### config.mk
export PLATFORM = sky130hd
export DESIGN_NAME = inverter_fault_supervisor
export DESIGN_NICKNAME = d
export VERILOG_FILES = /design/src/fault_supervisor_pkg.sv /design/src/inverter_fault_supervisor.sv
export SDC_FILE = /design/constraint.sdc
export NUM_CORES = 1
export LEC_CHECK = 0
export BUFFER_PORTS_ARGS = -buffer_cell sky130_fd_sc_hd__clkbuf_2
export CORE_MARGIN = 2
export CORE_UTILIZATION = 30
export DETAILED_ROUTE_END_ITERATION = 6
export GPL_TIMING_DRIVEN = 0
export PLACE_DENSITY_LB_ADDON = 0.15
export SETUP_SLACK_MARGIN = 0.1
export SLEW_MARGIN = 10
export SYNTH_ARGS = -nofsm -noshare
export SYNTH_HDL_FRONTEND = slang
export SYNTH_SLANG_ARGS = --single-unit
### constraint.sdc
create_clock -name clk -period 2.85 [get_ports clk]
set_clock_uncertainty 0.15 [all_clocks]
set_input_delay 0.57 -clock clk [delete_from_list [all_inputs] [get_ports clk]]
set_output_delay 0.57 -clock clk [all_outputs]
set_load 0.005 [all_outputs]
### src/fault_supervisor_pkg.sv
// Constants for the lamp inverter fault supervisor.
//------------------------------------------------------------
// Function
//------------------------------------------------------------
// Function
// - A low lamp-current reading on either feedback input enables the small timer charge current.
// - A fault-timer threshold crossing sets the fault latch and shuts the inverter down.
// - While the fault latch is set the regulator is kept at full output level.
// - The fault latch clears only when the lamp-enable bit is zero or on power-on reset.
// - A secondary overvoltage enables the large compensation discharge source.
// - A primary overcurrent while the low side is on turns the high side off two clock edges later, through the synchroniser.
// - A secondary undervoltage held through the whole delay in the dimming on phase shuts down.
// - A secondary overcurrent enables both the discharge source and the large timer charge current.
// - Power-on reset clears the fault latch and all control state.
// - Undervoltage lockout holds both high-side and low-side drivers disabled.
// - A zero lamp-enable bit means shutdown, with only the regulator on at reduced level.
// - The fault latch is held reset for as long as the device is in shutdown.
// - A one on the lamp-enable bit brings the device out of shutdown.
// - The sensor supply switch is on in the run state and off while disabled or fault-latched.
// - Enabling starts the lamp in the next cycle and disabling stops it in the next cycle.
package fault_supervisor_pkg;

	//------------------------------------------------------------
	// Timing
	//------------------------------------------------------------
	localparam int CLK_FREQ_HZ = 125000000;
	// Nominal undervoltage persistence time in microseconds.
	localparam int UV_DELAY_US = 250;
	localparam int UV_DELAY_CYCLES = (CLK_FREQ_HZ / 1000000) * UV_DELAY_US;
	localparam int UV_CNT_W = 16;

	//------------------------------------------------------------
	// Supervisor states
	//------------------------------------------------------------
	typedef enum logic [2:0] {
		ST_SHUTDOWN = 3'h1,
		ST_RUN = 3'h2,
		ST_FAULT = 3'h4
	} sup_state_e;

endpackage

### src/inverter_fault_supervisor.sv
// Fault supervision and shutdown control of the lamp inverter.
`timescale 1ns/1ns
`default_nettype none
module inverter_fault_supervisor #(
	parameter int UV_DELAY_CYCLES = fault_supervisor_pkg::UV_DELAY_CYCLES
) (
	input wire logic clk,
	input wire logic rst_b,
	input wire logic lampEnableBit,
	input wire logic dimmingChop,
	input wire logic lowSideOn,
	input wire logic lampFeedbackALow,
	input wire logic lampFeedbackBLow,
	input wire logic secondaryVoltOver,
	input wire logic secondaryVoltUnder,
	input wire logic secondaryCurrentOver,
	input wire logic primaryCurrentOver,
	input wire logic faultTimerOver,
	input wire logic undervoltageLockout,
	output logic timerChargeSmallEn,
	output logic timerChargeLargeEn,
	output logic compDischargeEn,
	output logic highSideOff,
	output logic highSideDisable,
	output logic lowSideDisable,
	output logic regulatorFullLevel,
	output logic sensorSupplyOn,
	output logic faultLatched,
	output logic inverterRun
);

	//------------------------------------------------------------
	// Input synchronisers
	//------------------------------------------------------------
	localparam int NSYNC = 9;
	logic [NSYNC-1:0] rawIn;
	logic [NSYNC-1:0] sync1_r;
	logic [NSYNC-1:0] sync2_r;
	logic [NSYNC-1:0] sync1_nxt;
	logic [NSYNC-1:0] sync2_nxt;

	assign rawIn = {dimmingChop, lampFeedbackALow, lampFeedbackBLow,
		secondaryVoltOver, secondaryVoltUnder, secondaryCurrentOver,
		primaryCurrentOver, faultTimerOver, undervoltageLockout};

	// Comparators switch at analog pace, so each bit gets two stages.
	// two-stage synchroniser
	genvar gi;
	generate
		for (gi = 0; gi < NSYNC; gi++) begin : g_sync
			always_comb begin
				sync1_nxt[gi] = rawIn[gi];
				sync2_nxt[gi] = sync1_r[gi];
			end
			always_ff @(posedge clk) begin
				if (!rst_b) begin
					sync1_r[gi] <= 1'b0;
					sync2_r[gi] <= 1'b0;
				end else begin
					sync1_r[gi] <= sync1_nxt[gi];
					sync2_r[gi] <= sync2_nxt[gi];
				end
			end
		end
	endgenerate

	logic sChop, sFbA, sFbB, sVOver, sVUnder, sIOver, sPOver, sTimer, sUvlo;
	assign {sChop, sFbA, sFbB, sVOver, sVUnder, sIOver, sPOver, sTimer,
		sUvlo} = sync2_r;

	//------------------------------------------------------------
	// Supervisor state and undervoltage timer
	//------------------------------------------------------------
	fault_supervisor_pkg::sup_state_e state_r, state_nxt;
	logic [fault_supervisor_pkg::UV_CNT_W-1:0] uvCnt_r, uvCnt_nxt;
	logic uvExpired;
	localparam logic [fault_supervisor_pkg::UV_CNT_W-1:0] UV_LAST =
		fault_supervisor_pkg::UV_CNT_W'(UV_DELAY_CYCLES - 1);

	assign uvExpired = sVUnder && sChop && (uvCnt_r == UV_LAST);

	// The enable bit is a same-clock register bit, read without sync.
	always_comb begin
		state_nxt = state_r;
		uvCnt_nxt = uvCnt_r;
		if (state_r == fault_supervisor_pkg::ST_RUN && sChop && sVUnder) begin
			if (uvCnt_r != UV_LAST)
				uvCnt_nxt = uvCnt_r + 1'b1;
		end else begin
			uvCnt_nxt = '0;
		end
		case (state_r)
			fault_supervisor_pkg::ST_SHUTDOWN: begin
				if (lampEnableBit)
					state_nxt = fault_supervisor_pkg::ST_RUN;
			end
			fault_supervisor_pkg::ST_RUN: begin
				if (!lampEnableBit)
					state_nxt = fault_supervisor_pkg::ST_SHUTDOWN;
				else if (sTimer)
					state_nxt = fault_supervisor_pkg::ST_FAULT;
				else if (uvExpired)
					state_nxt = fault_supervisor_pkg::ST_FAULT;
			end
			fault_supervisor_pkg::ST_FAULT: begin
				if (!lampEnableBit)
					state_nxt = fault_supervisor_pkg::ST_SHUTDOWN;
			end
			default: state_nxt = fault_supervisor_pkg::ST_SHUTDOWN;
		endcase
	end

	always_ff @(posedge clk) begin
		if (!rst_b) begin
			state_r <= fault_supervisor_pkg::ST_SHUTDOWN;
			uvCnt_r <= '0;
		end else begin
			state_r <= state_nxt;
			uvCnt_r <= uvCnt_nxt;
		end
	end

	//------------------------------------------------------------
	// Outputs
	//------------------------------------------------------------
	logic running;
	assign running = (state_r == fault_supervisor_pkg::ST_RUN);

	// Outputs follow state directly, so enable acts the next cycle.
	// immediate start and stop
	always_comb begin
		inverterRun = running;
		faultLatched = (state_r == fault_supervisor_pkg::ST_FAULT);
		regulatorFullLevel = running || faultLatched;
		sensorSupplyOn = running;
		timerChargeSmallEn = running && (sFbA || sFbB);
		timerChargeLargeEn = running && sIOver;
		compDischargeEn = running && (sVOver || sIOver);
		highSideOff = !running || (lowSideOn && sPOver);
		highSideDisable = !running || sUvlo;
		lowSideDisable = !running || sUvlo;
	end

endmodule
`default_nettype wire

==> metrics, run 1 <==
Root Driver=clkbuf_8; final hold violation count=0; Startpoint Class=flop; Clock Pin Slew Worst Setup and Hold Paths=0.07 ns; peak supply drop=0.219 mV; placed cells=224; Synth Area in XOR/XNOR=0.0798; Starting Density=0.306; switching share of total power=0.209; status=finished clean; Biggest register=uvCnt_r; WL/cell=11.1 um; RSZ-0062 raised after global routing=no; leading cell types by count after synthesis=dfxtp_1 (37), and2_1 (19), nor2_1 (15), xnor2_1 (9), nand2_1 (8); Async S/R FF share, synth=0; post-route ant nets=0; initial antenna violation count=0; clk_lat worst skew=0.28 ns; Compound-Gate Fraction of Synth Area=0.0482; CTS tree=done; sequential fraction of the synthesis area=0.519; max reg flops=16; met3 wire length=130 um; Synth warnings=0; Layout Nets=192; P&R area growth vs syn=18.8%; pin count of the biggest net entering global routing=12; largest family of logic cells by synthesized area=simple AND/OR/NAND/NOR gates; Static Leak=0.607 nW; met2 WL=1220 um; ys flop type=dfxtp_1; Ports=23; CP Capture Type=output pin; Reg power frac=0.572; first-pass GRT wire length=4670 um; width of the die=73.0 um; DR DRC count=0; Final period util=0.820; Via Count=1,102; Post-CTS Hold Fix Bufs=0; Mapped Area=1430 um2; area share of the largest cell type after synthesis=0.519; combinational power share=0.034; Synth cell types=33; TritonCTS Buffers=5; PortBufs=22; relative slew slack=0.582; Ant. Diodes=0; CTS resizes=0; max-cap viol count=0; Final Non-Filler Cells=231; Fin Hold WS=0.286 ns; net switching power=0.196 mW; Hold WC Path Type=flop to flop; Synth area leaders=dfxtp_1 (52%), and2_1 (8.3%), xnor2_1 (5.5%); critical path type=flop to output pin; critical path required time=2.13 ns; register bit total from synthesis=37; WP data arrival=1.62 ns; total routed wirelength=2570 um; net count after synthesis=163; DP HPWL=1860 um; worst-path maximum fanout=10; Post-Synth Adder-Cell Area=0.0175; Max Used Layer=met4; Post-synth EDFFs=0; cell-internal power=0.741 mW; setup TNS=0 ns; M1 WL=1180 um; Worst-Margin Slew=0.625 ns; grt total ovfl=0; Die Span Y=73.0 um; Synth area leader=dfxtp_1; postcts setup bufs=0; Final Critical Period=2.34 ns; biggest regs=uvCnt_r x16, sync1_r x9, state_r x3; CTS max path bufs=2; TritonRoute pass-1 iters=4; count leader, synth=dfxtp_1; share of cells above drive strength 1=0.209; gr usage total=0.115; DP Area=1610 um2; max-slew violations=0; Core Area=4660 um2; die area=5330 um2; Iter 0 DRT Violations=37; power per cell area=552 nW/um2; Final Cell Area=1700 um2; CTS H-tree lvls=2; mux contribution to synthesized area=0; cells after synthesis=148; # rows=25; Avg Vias per Cell=4.77; setup violators final=0; fmax=0.428 GHz; clock share of power=0.394; CTS sink cnt=37; number of global-route vias before repair=1,093; syn avg cell area=9.65 um2; Synth Area in Simple Gates=0.309; routability cong.=0.793
## stage by stage
step | utilization | power [mW] | setup slack (ns)
final | 0.364 | 0.937 | 0.513
after global placement | 0.344 | 0.579 | 0.736
after global routing | 0.364 | 0.984 | 0.317
after CTS | 0.364 | 0.955 | 0.445
after floorplan | - | 0.565 | 0.868
after detailed placement | 0.344 | 0.581 | 0.727
## cells by family (layout without fill, tap and decap cells)
| group | Yosys count | count (layout) |
|---|---|---|
| AND/OR/NAND/NOR | 77 | 77 |
| flip-flops | 37 | 37 |
| XOR/XNOR | 13 | 13 |
| AO/OA/AOI/OAI | 11 | 11 |
| buffers and inverters | 8 | 37 |
| adder cells (fa/ha/maj) | 2 | 2 |
## worst max-delay path: stages, from the launching register on
cell	delay [ns]
dfxtp_1	0.38
nor3b_2	0.56
nand2b_1	0.15
buf_4	0.16
clkbuf_2	0.10
## worst paths after layout
kind	startpoint	endpoint	slack [ns]	cells past startpoint
worst max-delay path	state_r[1]	lowSideDisable	0.51	4
worst max register to register	uvCnt_r[0]	state_r[2]	0.73	6
worst min-delay path	sync1_r[2]	sPOver	0.29	1
worst min register to register	sync1_r[2]	sPOver	0.29	1
## area by class of cell
class	instances	area (um2)
fillers	479	2970
clock inverters	1	7.51
flip-flops and latches	37	741
multi-input cells	103	648
repair buffers	22	110
clock buffers	6	82.6
well taps	54	67.6
inverters	2	7.51
plain buffers	6	31.3
## layout by cell type (no fill, tap or decap)
master / count
or3b_2: 1
inv_1: 2
clkinvlp_4: 1
o21a_1: 2
or4b_1: 2
or2_2: 1
and2_1: 19
nor2b_1: 1
nor3_1: 5
nand4_1: 6
clkbuf_1: 3
clkbuf_2: 23
o21ai_1: 1
nand2_1: 8
buf_4: 2
or3_1: 2
nor3b_2: 1
o211ai_1: 2
nand2b_1: 2
or4_1: 1
nand3b_1: 1
o21ai_0: 2
and4_2: 1
xor2_1: 4
ha_1: 2
nor3b_1: 2
dfxtp_1: 37
nand3_1: 4
a21oi_1: 3
and4_1: 1
nor4_1: 4
a21o_2: 1
nor2_1: 15
xnor2_1: 9
clkbuf_8: 6
## metal layers
layer  up-vias  track usage
li1        556            -
met1       515        0.133
met2        26        0.188
met3         5       0.0414
met4         0       0.0556
met5         -            0
## power groups by stage
stage | Clock [mW] | Sequential (mW) | Combinational, mW
finish | 0.369 | 0.536 | 0.0322
global route | 0.409 | 0.538 | 0.0373
CTS | 0.386 | 0.536 | 0.0332
detailed placement | 0 | 0.548 | 0.0329
global placement | 0 | 0.547 | 0.0321
floorplan | 0 | 0.547 | 0.0189
Power figures use the tool's default switching activity.
==> run 2, diff against run 1 <==
- clock period: 2.85 -> 1.9 ns (I/O delays scaled with it)
==> run 2 against run 1 <==
Net effect:
- the run now ends with setup timing left
- non-clock buffer count up 11
- final area increased by 11%
- sequential cell count did not move
- critical path type is now flop to flop
==> metrics, run 2 (synthesis results as in run 1) <==
Final period util=1.07; routability cong.=0.762 (-4.0%); peak supply drop=0.466 mV (+110%); Ant. Diodes=0 (unchanged); CP Capture Type=flop; Avg Vias per Cell=4.63 (-2.9%); setup TNS=-0.594 ns (-0.594 ns); die area=5330 um2 (unchanged); placed cells=224 (unchanged); CTS H-tree lvls=2 (unchanged); Starting Density=0.306 (unchanged); max-cap viol count=0 (unchanged); max-slew violations=0 (unchanged); Startpoint Class=flop; initial antenna violation count=0 (unchanged); commonest non-fill, non-tap cell in the layout=dfxtp_1; Root Driver=clkbuf_8; Final Critical Period=2.04 ns; critical path required time=1.98 ns (-0.15 ns); Worst-Margin Slew=0.445 ns (-0.179 ns); DR DRC count=0 (unchanged); share of cells above drive strength 1=0.339 (+0.130); # rows=25 (unchanged); PortBufs=22 (unchanged); Core Area=4660 um2 (unchanged); register area=753 um2 (+1.7%); power per cell area=831 nW/um2 (+50%); CTS sink cnt=37 (unchanged); Ports=23 (unchanged); final worst setup slack=-0.140 ns (-0.653 ns); Post-CTS Hold Fix Bufs=0 (unchanged); Die Span Y=73.0 um (unchanged); CTS tree=done; critical path type=flop to flop; WP data arrival=2.12 ns (+0.50 ns); max reg flops=16 (unchanged); fmax=0.490 GHz; TritonCTS Buffers=5 (unchanged); grt total ovfl=0 (unchanged); setup violators final=5 (+5); biggest regs=uvCnt_r x16, sync1_r x9, state_r x3; Iter 0 DRT Violations=33 (-11%); Via Count=1,126 (+2.2%); Static Leak=0.712 nW (+17%); first-pass GRT wire length=4780 um (+2.4%); width of the die=73.0 um (unchanged); relative slew slack=0.703 (+0.121); number of global-route vias before repair=1,088 (-0.46%); pin count of the biggest net entering global routing=13 (+1); clk_lat worst skew=0.29 ns (about the same); violated checks=setup timing; RSZ-0062 raised after global routing=yes; Hold WC Path Type=primary input to flop; fillers=469 (-2.1%); area of the multi-input gates=696 um2 (+7.3%); P&R area growth vs syn=31.8%; worst-path maximum fanout=6 (-4); post-route ant nets=0 (unchanged); WL/cell=11.6 um (+3.7%); most frequent cells in the layout=dfxtp_1 (29), clkbuf_2 (22), and2_1 (19); TritonRoute pass-1 iters=4 (unchanged); Final Non-Filler Cells=243 (+5.2%); status=finished with violations; total routed wirelength=2810 um (+9.1%); Clock Pin Slew Worst Setup and Hold Paths=0.08 ns (about the same); DP HPWL=1840 um (-1.4%); final hold violation count=0 (unchanged); gr usage total=0.118 (+0.00255); Layout Nets=203 (+5.7%); Biggest register=uvCnt_r; CTS max path bufs=2 (unchanged)
run 2: cell types whose count changed in the layout (fill, tap and decap cells not counted), moves of 2 or more:
cell,before,now
buf_4,2,12
nor3_1,5,3
dfxtp_2,0,7
dfxtp_1,37,29
run 2: final cells by class:
class / instances / area share
clock inverters: 2 / 0.0199
flip-flops and latches: 37 / 0.400
plain buffers: 6 / 0.0219
inverters: 2 / 0.00399
repair buffers: 33 / 0.104
multi-input cells: 103 / 0.370
well taps: 54 / 0.0359
clock buffers: 6 / 0.0439
run 2: final timing paths:
| path | start | end | slack (ns) | cells after the start |
|---|---|---|---|---|
| max reg2reg | uvCnt_r[1] | state_r[2] | -0.14 | 7 |
| min reg2reg | sync1_r[8] | sChop | 0.28 | 1 |
| max | uvCnt_r[1] | state_r[2] | -0.14 | 7 |
| min | secondaryVoltOver | sync1_r[5] | 0.14 | 2 |
run 2: metal layers:
| metal | global-route usage | part of all wire | up-vias |
|---|---|---|---|
| li1 | - | - | 579 |
| met1 | 0.132 | 0.43 | 520 |
| met2 | 0.197 | 0.51 | 23 |
| met3 | 0.0442 | 0.046 | 4 |
| met4 | 0.0556 | 0.012 | 0 |
| met5 | 0 | 0 | - |
run 2: critical path: stages (launching register included):
cell	delay (ns)
dfxtp_2	0.33
inv_2	0.05
ha_1	0.12
or3b_4	0.36
or4_4	0.55
buf_8	0.16
o21ai_1	0.11
and4_1	0.16
run 2: where the power goes:
part,switching [mW],internal (mW)
clock,0.282,0.427
sequential,0.00906,0.795
combinational,0.0209,0.0309
run 2: metrics by stage:
| step | area [um2] | setup slack, ns | hold slack (ns) | power [mW] | util |
|---|---|---|---|---|---|
| global route | 1880 | -0.193 | 0.132 | 1.63 | 0.404 |
| CTS | 1810 | -0.134 | 0.135 | 1.59 | 0.389 |
| finish | 1880 | -0.140 | 0.143 | 1.56 | 0.404 |
| floorplan | 1430 | -0.0513 | 0.262 | 0.848 | - |
| global placement | 1610 | -0.161 | 0.265 | 0.869 | 0.346 |
| detailed placement | 1610 | -0.209 | 0.267 | 0.871 | 0.346 |
run 2: timing repair:
item,4_1_cts,5_1_grt
gates resized for setup,11,7
setup buffers,6,5
endpoints found under the setup margin,26,22
pin swaps,1,2
